===== src/rps_pkg.sv =====
package rps_pkg;

    // Field and pin geometry.
    localparam int SEL_WIDTH = 5;
    localparam int MAX_PINS = 26;
    localparam int OSC_BYTE_WIDTH = 8;

    // Reset values of the select fields and of the lock.
    localparam logic [4:0] IN_SEL_RESET = 5'h1F;
    localparam logic [4:0] OUT_SEL_RESET = 5'h00;
    localparam logic LOCK_RESET = 1'b0;

    // Input select code that ties a peripheral input low.
    localparam logic [4:0] IN_SEL_GROUND = 5'h1F;

    // Unlock keys and lock bit position in the oscillator control byte.
    localparam logic [7:0] KEY_FIRST = 8'h46;
    localparam logic [7:0] KEY_SECOND = 8'h57;
    localparam int OSC_LOCK_BIT = 6;

    // Output select codes.
    localparam logic [4:0] OUT_NULL = 5'h00;
    localparam logic [4:0] OUT_CMP1 = 5'h01;
    localparam logic [4:0] OUT_CMP2 = 5'h02;
    localparam logic [4:0] OUT_UART1_TX = 5'h03;
    localparam logic [4:0] OUT_UART1_RTS = 5'h04;
    localparam logic [4:0] OUT_UART2_TX = 5'h05;
    localparam logic [4:0] OUT_UART2_RTS = 5'h06;
    localparam logic [4:0] OUT_SPI1_DATA = 5'h07;
    localparam logic [4:0] OUT_SPI1_CLOCK = 5'h08;
    localparam logic [4:0] OUT_SPI1_SELECT = 5'h09;
    localparam logic [4:0] OUT_SPI2_DATA = 5'h0A;
    localparam logic [4:0] OUT_SPI2_CLOCK = 5'h0B;
    localparam logic [4:0] OUT_SPI2_SELECT = 5'h0C;
    localparam logic [4:0] OUT_CAN_TX = 5'h10;
    localparam logic [4:0] OUT_COMPARE1 = 5'h12;
    localparam logic [4:0] OUT_COMPARE2 = 5'h13;
    localparam logic [4:0] OUT_COMPARE3 = 5'h14;
    localparam logic [4:0] OUT_COMPARE4 = 5'h15;
    localparam logic [4:0] OUT_ENC1_DIR = 5'h1A;
    localparam logic [4:0] OUT_ENC2_DIR = 5'h1B;

    // Index of each peripheral input select field.
    typedef enum logic [4:0] {
        IN_EXT_INT1, IN_EXT_INT2, IN_T2_CLK, IN_T3_CLK, IN_T4_CLK,
        IN_T5_CLK, IN_CAPTURE1, IN_CAPTURE2, IN_CAPTURE7, IN_CAPTURE8,
        IN_COMPARE_FAULT_A, IN_PWM_FAULT1, IN_PWM_FAULT2,
        IN_ENC1_PHASE_A, IN_ENC1_PHASE_B, IN_ENC1_INDEX,
        IN_ENC2_PHASE_A, IN_ENC2_PHASE_B, IN_ENC2_INDEX,
        IN_UART1_RX, IN_UART1_CTS, IN_UART2_RX, IN_UART2_CTS,
        IN_SPI1_DATA, IN_SPI1_CLOCK, IN_SPI1_SELECT,
        IN_SPI2_DATA, IN_SPI2_CLOCK, IN_SPI2_SELECT, IN_CAN_RX,
        IN_COUNT
    } rps_input_id_t;

    // Unlock sequence states, Gray coded along the key path.
    typedef enum logic [1:0] {
        UNL_IDLE = 2'h0,
        UNL_GOT_FIRST = 2'h1,
        UNL_GOT_SECOND = 2'h3
    } rps_unlock_t;

    // One write to a select field.
    typedef struct packed {
        logic en;
        logic isOutput;
        logic [4:0] index;
        logic [4:0] data;
    } rps_map_wr_t;

    // One write to the low byte of the oscillator control register.
    typedef struct packed {
        logic en;
        logic [7:0] data;
    } rps_osc_wr_t;

    // Peripheral outputs that can be routed to a pin.
    typedef struct packed {
        logic comparatorOneOutput;
        logic comparatorTwoOutput;
        logic uartOneTx;
        logic uartOneRts;
        logic uartTwoTx;
        logic uartTwoRts;
        logic spiOneDataOut;
        logic spiOneClock;
        logic spiOneSelect;
        logic spiTwoDataOut;
        logic spiTwoClock;
        logic spiTwoSelect;
        logic canTransmitOutput;
        logic compareOne;
        logic compareTwo;
        logic compareThree;
        logic compareFour;
        logic encoderOneDirection;
        logic encoderTwoDirection;
    } rps_periph_out_t;

endpackage


===== src/rps_select_bank.sv =====
`timescale 1ns/1ps
module rps_select_bank
    import rps_pkg::*;
#(
    parameter int COUNT = 30,
    parameter logic [4:0] RESET_VAL = 5'h00
) (
    // Clock and reset.
    input wire logic clock,
    input wire logic rst,
    // Write request.
    input wire logic wrEn,
    input wire logic wrBlock,
    input wire logic [4:0] wrIndex,
    input wire logic [4:0] wrData,
    // Stored fields.
    output logic [COUNT-1:0][4:0] fields
);

    // A five-bit index reaches at most thirty-two fields.
    if (COUNT < 1 || COUNT > 32) begin : gBadCount
        $error("rps_select_bank: COUNT out of range");
    end

    // A blocked write is accepted silently and leaves the field as it was.
    always_ff @(posedge clock) begin
        if (rst) begin
            fields <= {COUNT{RESET_VAL}};
        end else if (wrEn && !wrBlock && (int'(wrIndex) < COUNT)) begin
            fields[wrIndex] <= wrData;
        end
    end

endmodule


===== src/rps_pin_select.sv =====
`timescale 1ns/1ps
// Notes on behaviour
// - Up to twenty-six remappable pins, count device dependent.
// - Input and output maps are separate registers.
// - Five-bit input field selects pin n.
// - Valid select range follows present pin count.
// - Thirty peripheral inputs each have a field.
// - Five-bit output field per pin selects source.
// - Code zero leaves pin to port logic.
// - Codes one, two route comparator outputs.
// - Codes three to six route UART outputs.
// - Codes seven to twelve route SPI outputs.
// - Code sixteen routes CAN transmit.
// - Codes eighteen to twenty-one route compares.
// - Codes twenty-six, twenty-seven route encoder direction.
// - Input code thirty-one ties input low.
// - Locked writes complete but change nothing.
// - Lock changes only after two key writes.
// - Single-session option keeps lock set until reset.
module rps_pin_select
    import rps_pkg::*;
#(
    parameter int NUM_PINS = 26
) (
    // Clock and reset.
    input wire logic clock,
    input wire logic rst,
    // Configuration option, static while running.
    input wire logic singleSessionOption,
    // Software writes.
    input wire rps_map_wr_t mapWr,
    input wire rps_osc_wr_t oscWr,
    // Remappable pin levels and peripheral outputs.
    input wire logic [NUM_PINS-1:0] pinIn,
    input wire rps_periph_out_t periphOut,
    // Routed peripheral inputs.
    output logic [IN_COUNT-1:0] periphIn,
    // Pin drive: own high means a peripheral drives the pin.
    output logic [NUM_PINS-1:0] pinPeriphOwn,
    output logic [NUM_PINS-1:0] pinPeriphData,
    // Readback.
    output logic mapLock,
    output logic [IN_COUNT-1:0][4:0] inSelect,
    output logic [NUM_PINS-1:0][4:0] outSelect
);

    // The fields can only name the pins that this family brings out.
    if (NUM_PINS < 1 || NUM_PINS > MAX_PINS) begin : gBadPins
        $error("rps_pin_select: NUM_PINS out of range");
    end

    rps_unlock_t unlockState;
    logic oneWay;
    logic next_lock;

    // The option is a fuse-like level, captured on every edge while reset is held.
    always_ff @(posedge clock) begin
        if (rst) begin
            oneWay <= singleSessionOption;
        end
    end

    // Two separate banks, so inputs and outputs never constrain each other.
    rps_select_bank #(
        .COUNT(IN_COUNT),
        .RESET_VAL(IN_SEL_RESET)
    ) inBank (
        .clock(clock),
        .rst(rst),
        .wrEn(mapWr.en && !mapWr.isOutput),
        .wrBlock(mapLock),
        .wrIndex(mapWr.index),
        .wrData(mapWr.data),
        .fields(inSelect)
    );

    rps_select_bank #(
        .COUNT(NUM_PINS),
        .RESET_VAL(OUT_SEL_RESET)
    ) outBank (
        .clock(clock),
        .rst(rst),
        .wrEn(mapWr.en && mapWr.isOutput),
        .wrBlock(mapLock),
        .wrIndex(mapWr.index),
        .wrData(mapWr.data),
        .fields(outSelect)
    );

    // Key tracker; only oscillator byte writes move it, other cycles hold.
    always_ff @(posedge clock) begin
        if (rst) begin
            unlockState <= UNL_IDLE;
        end else if (oscWr.en) begin
            unique case (unlockState)
                UNL_IDLE: begin
                    unlockState <= (oscWr.data == KEY_FIRST) ?
                        UNL_GOT_FIRST : UNL_IDLE;
                end
                UNL_GOT_FIRST: begin
                    if (oscWr.data == KEY_SECOND) begin
                        unlockState <= UNL_GOT_SECOND;
                    end else if (oscWr.data == KEY_FIRST) begin
                        unlockState <= UNL_GOT_FIRST;
                    end else begin
                        unlockState <= UNL_IDLE;
                    end
                end
                UNL_GOT_SECOND: begin
                    unlockState <= UNL_IDLE;
                end
                // The unused code can only come from an upset; drop to idle.
                default: begin
                    unlockState <= UNL_IDLE;
                end
            endcase
        end
    end

    // Once set under the single-session option the lock cannot clear.
    assign next_lock = oscWr.data[OSC_LOCK_BIT] | (oneWay & mapLock);

    // The write after both keys is the single operation that moves the lock.
    always_ff @(posedge clock) begin
        if (rst) begin
            mapLock <= LOCK_RESET;
        end else if (oscWr.en && unlockState == UNL_GOT_SECOND) begin
            mapLock <= next_lock;
        end
    end

    // Source for each output code; unassigned codes fall to null.
    function automatic logic [1:0] routeOut(input logic [4:0] code,
                                            input rps_periph_out_t po);
        logic [1:0] r;
        r = 2'h0;
        unique case (code)
            OUT_CMP1: r = {1'b1, po.comparatorOneOutput};
            OUT_CMP2: r = {1'b1, po.comparatorTwoOutput};
            OUT_UART1_TX: r = {1'b1, po.uartOneTx};
            OUT_UART1_RTS: r = {1'b1, po.uartOneRts};
            OUT_UART2_TX: r = {1'b1, po.uartTwoTx};
            OUT_UART2_RTS: r = {1'b1, po.uartTwoRts};
            OUT_SPI1_DATA: r = {1'b1, po.spiOneDataOut};
            OUT_SPI1_CLOCK: r = {1'b1, po.spiOneClock};
            OUT_SPI1_SELECT: r = {1'b1, po.spiOneSelect};
            OUT_SPI2_DATA: r = {1'b1, po.spiTwoDataOut};
            OUT_SPI2_CLOCK: r = {1'b1, po.spiTwoClock};
            OUT_SPI2_SELECT: r = {1'b1, po.spiTwoSelect};
            OUT_CAN_TX: r = {1'b1, po.canTransmitOutput};
            OUT_COMPARE1: r = {1'b1, po.compareOne};
            OUT_COMPARE2: r = {1'b1, po.compareTwo};
            OUT_COMPARE3: r = {1'b1, po.compareThree};
            OUT_COMPARE4: r = {1'b1, po.compareFour};
            OUT_ENC1_DIR: r = {1'b1, po.encoderOneDirection};
            OUT_ENC2_DIR: r = {1'b1, po.encoderTwoDirection};
            default: r = 2'h0;
        endcase
        return r;
    endfunction

    // One registered stage per peripheral input.
    genvar gi;
    generate
        for (gi = 0; gi < IN_COUNT; gi++) begin : gIn
            logic sel;
            // Absent pins and the ground code both read as low.
            assign sel = (int'(inSelect[gi]) < NUM_PINS) ?
                pinIn[inSelect[gi]] : 1'b0;
            always_ff @(posedge clock) begin
                if (rst) begin
                    periphIn[gi] <= 1'b0;
                end else begin
                    periphIn[gi] <= sel;
                end
            end

        end
    endgenerate

    // One registered stage per remappable pin.
    genvar gp;
    generate
        for (gp = 0; gp < NUM_PINS; gp++) begin : gPin
            logic [1:0] route;
            assign route = routeOut(outSelect[gp], periphOut);
            always_ff @(posedge clock) begin
                if (rst) begin
                    pinPeriphOwn[gp] <= 1'b0;
                    pinPeriphData[gp] <= 1'b0;
                end else begin
                    pinPeriphOwn[gp] <= route[1];
                    pinPeriphData[gp] <= route[1] & route[0];
                end
            end

        end
    endgenerate
endmodule


===== config.mk =====
export PLATFORM = sky130hd
export DESIGN_NAME = rps_pin_select
export DESIGN_NICKNAME = d
export VERILOG_FILES = /design/src/rps_pkg.sv /design/src/rps_select_bank.sv /design/src/rps_pin_select.sv
export SDC_FILE = /design/constraint.sdc
export NUM_CORES = 1
export LEC_CHECK = 0
export BUFFER_PORTS_ARGS = -buffer_cell sky130_fd_sc_hd__buf_4
export CORE_UTILIZATION = 40
export CTS_CLUSTER_DIAMETER = 40
export DETAILED_ROUTE_END_ITERATION = 12
export HOLD_SLACK_MARGIN = 0.02
export SYNTH_ARGS = -nofsm -noshare
export SYNTH_HDL_FRONTEND = slang
export SYNTH_SLANG_ARGS = --single-unit

===== constraint.sdc =====
create_clock -name clock -period 4.57 [get_ports clock]
set_clock_uncertainty 0.15 [all_clocks]
set_input_delay 0.457 -clock clock [delete_from_list [all_inputs] [get_ports clock]]
set_output_delay 0.457 -clock clock [all_outputs]
set_load 0.05 [all_outputs]

Word level (Yosys, flattened, before mapping)
Index checks and enable logic that the tools add are counted.

Output and inout bits: 363. Flip-flop bits (word level): 366. Word-level logic and storage cells: 895.

Reduce and logical (&&, ||, !) cells: 41. Eq/ne operators: 498. Order comparisons: 64. Muxes and demuxes: 93. Bitwise logic cells: 58.

Operators with widths (count): 2-bit one-hot mux with 19 select lines (26); 5-bit equality test (second input constant) (182); 5-bit by 4-bit equality test with 1-bit output (second input constant) (130); 5-bit by 3-bit equality test with 1-bit output (second input constant) (104); 5-bit by 2-bit equality test with 1-bit output (second input constant) (52); 5-bit by 6-bit less-than comparator with 1-bit output (second input constant) (31); 5-bit less-than comparator (second input constant) (32); 1-bit binary-select mux with 5-bit select (30); 150-bit bitwise mux (1); 130-bit bitwise mux (1); 5-bit by 1-bit equality test with 1-bit output (second input constant) (26); 2-bit OR reduction (30); 1-bit 2-to-1 mux (31); 1-bit inverter (30); 1-bit bitwise AND (27); 5-bit demux with 5-bit select (1); 8-bit by 7-bit equality test with 1-bit output (second input constant) (2); 1-bit logical AND (8); 5-bit by 1-bit >= comparator with 1-bit output (second input constant) (1); 5-bit 2-to-1 mux (1); 2-bit one-hot mux with 2 select lines (1); 2-bit by 1-bit equality test with 1-bit output (second input constant) (1); 2-bit equality test (second input constant) (1); 1-bit zero test (2); other kinds (3) (3).

Logic depth before layout (Yosys ltp)
Depth in word-level cells: 5. Gate-level depth with buffers: 8. Depth with buffers taken out: 5.

Hierarchy
From an unflattened synthesis, not the netlist that was laid out.

Cells, all modules: 2620. Area total of the unflattened synthesis: 26512.9 um^2.

Modules (own cells, without submodules): rps_pin_select (times used 1, area each 15735.1 um^2, cells an instance 1690); rps_select_bank (outBank) (times used 1, area each 5484.0 um^2, cells an instance 476); rps_select_bank (inBank) (times used 1, area each 5293.8 um^2, cells an instance 454).

Least setup slack after synthesis
OpenSTA, ideal clock, no wires.

Kind: reg-to-reg. Start point: register inBank.fields[130] in the netlist's numbering. End point: register periphIn[26]. Setup slack: 2015 ps. Buffers on the path: 1. Setup time: 118 ps. Cell stages (with the launch flop): 5. Arrival time: 2287 ps. Cells stage by stage: dfxtp_1 -> clkbuf_1 -> mux4_2 -> mux4_2 -> o2111a_1.

Longest elaborated chain between the ends: 3. Elaborated cells between the ends (all ways): 5.

Ends and longest elaborated chain: start: declaration (line rps_select_bank.sv:17) `output logic [COUNT-1:0][4:0] fields`; start signal: assignment (line rps_select_bank.sv:28) `fields <= {COUNT{RESET_VAL}};`; start signal: indexed assignment (line rps_select_bank.sv:30) `fields[wrIndex] <= wrData;`; 5-bit less-than comparator (line rps_pin_select.sv:168) `assign sel = (int'(inSelect[gi]) < NUM_PINS) ?`; 1-bit inverter (no source line); 2-bit OR reduction (no source line); end signal: indexed assignment (line rps_pin_select.sv:174) `periphIn[gi] <= sel;`; end: declaration (line rps_pin_select.sv:37) `output logic [IN_COUNT-1:0] periphIn,`.

Several ways; a longest one is shown, not always the timed one. The select of a mux whose other input is x is not followed. A chain may end at the register's enable or synchronous reset.

Worst setup path in the final report
Start point: register mapLock. End point: register outBank.fields[16] in the netlist's numbering.

Longest elaborated chain between the ends: 3.

Ends and longest elaborated chain: start: declaration (line rps_pin_select.sv:42) `output logic mapLock,`; start signal: assignment (line rps_pin_select.sv:128) `mapLock <= next_lock;`; 1-bit zero test (line rps_select_bank.sv:29) `end else if (wrEn && !wrBlock && (int'(wrIndex) < COUNT)) begin`; 1-bit logical AND (2 in a row) (line rps_select_bank.sv:29); end signal: assignment (line rps_select_bank.sv:28); end signal: indexed assignment (line rps_select_bank.sv:30); end: declaration (line rps_select_bank.sv:17).

Every way passes these cells.

==> metrics.md <==
| Metric | Value |
|---|---|
| Slew @ Worst Pin | `1.164 ns` |
| Fin crit period | `2.471 ns` |
| Syn avg cell area | `9.026 um^2` |
| Worst EP arrival | `2.80 ns` |
| Outcome | `completed` |
| Overall power | `10.56 mW` |
| Fmax | `404.7 MHz` |
| VDD IR max | `0.2544 mV` |
| Clock slew at reported path FFs | `0.05 ns` |
| Antenna violations before repair | `3` |
| WP data required | `4.90 ns` |
| Final period utilization | `54.07%` |
| Post-synth ARST share | `0%` |
| Layout cells sized above 1 | `28.75%` |
| Slowest cell on the critical path | `nor2_1` |
| CTS tree | `done` |
| RSZ-0062 raised after global routing | `false` |
| Reg area | `7337 um^2` |
| Largest net degree at the start of global routing | `137` |
| Die Y | `255.1 um` |
| H-Tree Depth | `3` |
| Clock buffer depth | `3` |
| Most common cell after layout, fill and taps aside | `buf_4` |
| Max stage delay on crit path | `0.72 ns` |
| Sequential share of the synthesized area | `28.64%` |
| Number of gates resized after cts | `0` |
| Clk root buf | `clkbuf_16` |
| EDFF count, synth | `1` |
| Postcts setup bufs | `0` |
| Worst-Skew Late Latency | `0.63 ns` |
| Critical path type | `reg -> reg` |
| Max-cap viol count | `0` |
| Syn-to-layout area delta | `23.12%` |
| Synth warnings | `0` |
| Final setup viols | `0` |
| Worst slew margin | `22.29%` |
| Residual DRC | `0` |
| Cells after synthesis | `2838` |
| Yosys reg bits | `366` |
| Grt ovf | `0` |
| Slew Limit Fails | `0` |
| Die area | `65050 um^2` |
| Syn_nets | `2907` |
| Post-route ant nets | `0` |
| Min-Delay Path Class | `in -> reg` |
| CP endpoint kind | `register` |
| GR Util All Layers | `31.32%` |
| CORE AREA | `63200 um^2` |
| Starting density of the core | `40.53%` |
| Worst setup SP type | `register` |
| Cell Chain, Critical Path | `nor2b_1 > nand4_1 > nor2_1 > mux2i_1 > nor2_1` |
| DR iter-0 viols | `2760` |
| Layout Nets | `3036` |
| Synth Cell Area | `25610 um^2` |
| Std-Cell Rows | `92` |
| CP delay by family, top | `simple AND/OR/NAND/NOR gates` |
| Most used cell, CP | `nor2_1` |
| Placed wire-length estimate | `63.91 mm` |
| Port-buffer cells | `431` |
| Multi-input logic area | `16620 um^2` |
| Die X | `255.1 um` |
| Synth Flop Type | `dfxtp_1` |
| Inserted Clock Buffers | `83` |
| Initial DRT Pass Iterations | `9` |
| Vias in the first global route | `23615` |
| Synth unique cells | `76` |
| First-pass GRT wire length | `153.5 mm` |
| Final Hold Fails | `0` |
| DRT Wirelength | `105.5 mm` |
| Setup TNS | `0 ns` |
| I/O pin cnt | `432` |
| Routed len/inst | `27.16 um` |
| Most frequent cells in the layout | `buf_4, dfxtp_1, nand2_1, mux4_2, mux2i_1` |
| Leakage | `12.22 nW` |
| Clock sink total | `366` |
| Buffer and inverter count on the worst path | `0` |
| CTS Hold Bufs | `3` |
| CP max FO | `13` |
| Power per cell area | `334.8 nW/um^2` |
| FILL cells | `5783` |
| Via count | `25297` |
| Vias per cell | `6.515` |
| Placer congestion estimate | `0.8525` |
[layout make-up]
class	instances	share of cell area [%]
multi-input cells	2029	52.71
flip-flops and latches	366	23.27
repair buffers	450	10.78
clock buffers	105	7.292
well taps	846	3.356
clock inverters	49	2.146
inverters	37	0.4483
diodes	1	0.007935
[synth_stat cells (17+ instances only)]
| cell type | instances | area (um^2) |
|---|---|---|
| a21oi_1 | 131 | 655.6 |
| a31oi_1 | 50 | 312.8 |
| and3_1 | 38 | 237.7 |
| buf_1 | 25 | 93.84 |
| clkbuf_1 | 372 | 1396 |
| dfxtp_1 | 365 | 7307 |
| inv_1 | 36 | 135.1 |
| mux2_2 | 29 | 326.6 |
| mux2i_1 | 227 | 2272 |
| mux4_2 | 229 | 5157 |
| nand2_1 | 319 | 1197 |
| nand2b_1 | 22 | 137.6 |
| nand3_1 | 104 | 520.5 |
| nand3b_1 | 65 | 488.0 |
| nand4b_1 | 21 | 183.9 |
| nor2_1 | 198 | 743.2 |
| nor2b_1 | 25 | 156.4 |
| nor3_1 | 21 | 105.1 |
| nor3b_1 | 17 | 127.6 |
| o211ai_1 | 159 | 1194 |
| o21ai_0 | 104 | 520.5 |
| o221ai_1 | 28 | 245.2 |
| o22ai_1 | 17 | 106.4 |
| xnor2_1 | 25 | 219.0 |
[stage by stage]
step | hold slack, ns | instance area (um^2) | util (%) | cells | setup slack [ns]
floorplan | 0.3193 | 25610 | - | 2838 | 2.015
global placement | 0.3416 | 28530 | 45.14 | 3725 | 1.964
detailed placement | 0.3717 | 28530 | 45.14 | 3725 | 1.918
CTS | 0.04548 | 31530 | 49.90 | 3882 | 2.134
global route | 0.08291 | 31540 | 49.90 | 3883 | 1.936
finish | 0.06224 | 31540 | 49.90 | 3883 | 2.099
[layer usage]
layer	track usage [%]	part of all wire [%]	up-vias
met5	0	0.011	-
met4	15.74	4.8	2
met3	10.49	13	314
met2	48.66	46	1696
met1	38.70	37	12373
li1	-	-	10912
[worst paths after layout]
path                            slack (ns)  depth (start not counted)            from                  to
worst max-delay path                  2.10                          5         mapLock  outBank.fields[16]
worst min-delay path                  0.06                          4        oscWr[3]      unlockState[1]
worst max register to register        2.10                          5         mapLock  outBank.fields[16]
worst min register to register        0.38                          2  unlockState[0]      unlockState[0]
[worst min-delay path, stage by stage]
cell and delay (ns):
buf_4 0.08, nor4b_1 0.06, a22oi_1 0.14, nor2_1 0.05
[flip-flops by register name (all words and copies together) (netlist names)]
| register | count |
|---|---|
| inBank.fields | 150 |
| outBank.fields | 130 |
| periphIn | 30 |
| pinPeriphData | 26 |
| pinPeriphOwn | 26 |
| unlockState | 2 |
| mapLock | 1 |
| oneWay | 1 |
[logic make-up (layout without fill, tap and decap cells)]
| kind of cell | Yosys count | after routing | synth area share [%] |
|---|---|---|---|
| buffers and inverters | 443 | 641 | 6.536 |
| and+or+nand+nor | 910 | 910 | 17.83 |
| other | 0 | 1 | 0 |
| DFF | 366 | 366 | 28.64 |
| muxes | 485 | 485 | 30.28 |
| xor gates and xnor gates | 26 | 26 | 0.8890 |
| AOI/OAI and AO/OA | 608 | 608 | 15.82 |
[report_power, final]
part / total [mW] / internal (mW) / switching (mW)
clock network: 6.34 / 4.26 / 2.08
logic: 0.957 / 0.333 / 0.624
registers: 3.26 / 3.22 / 0.0434
Power figures use the tool's default switching activity.
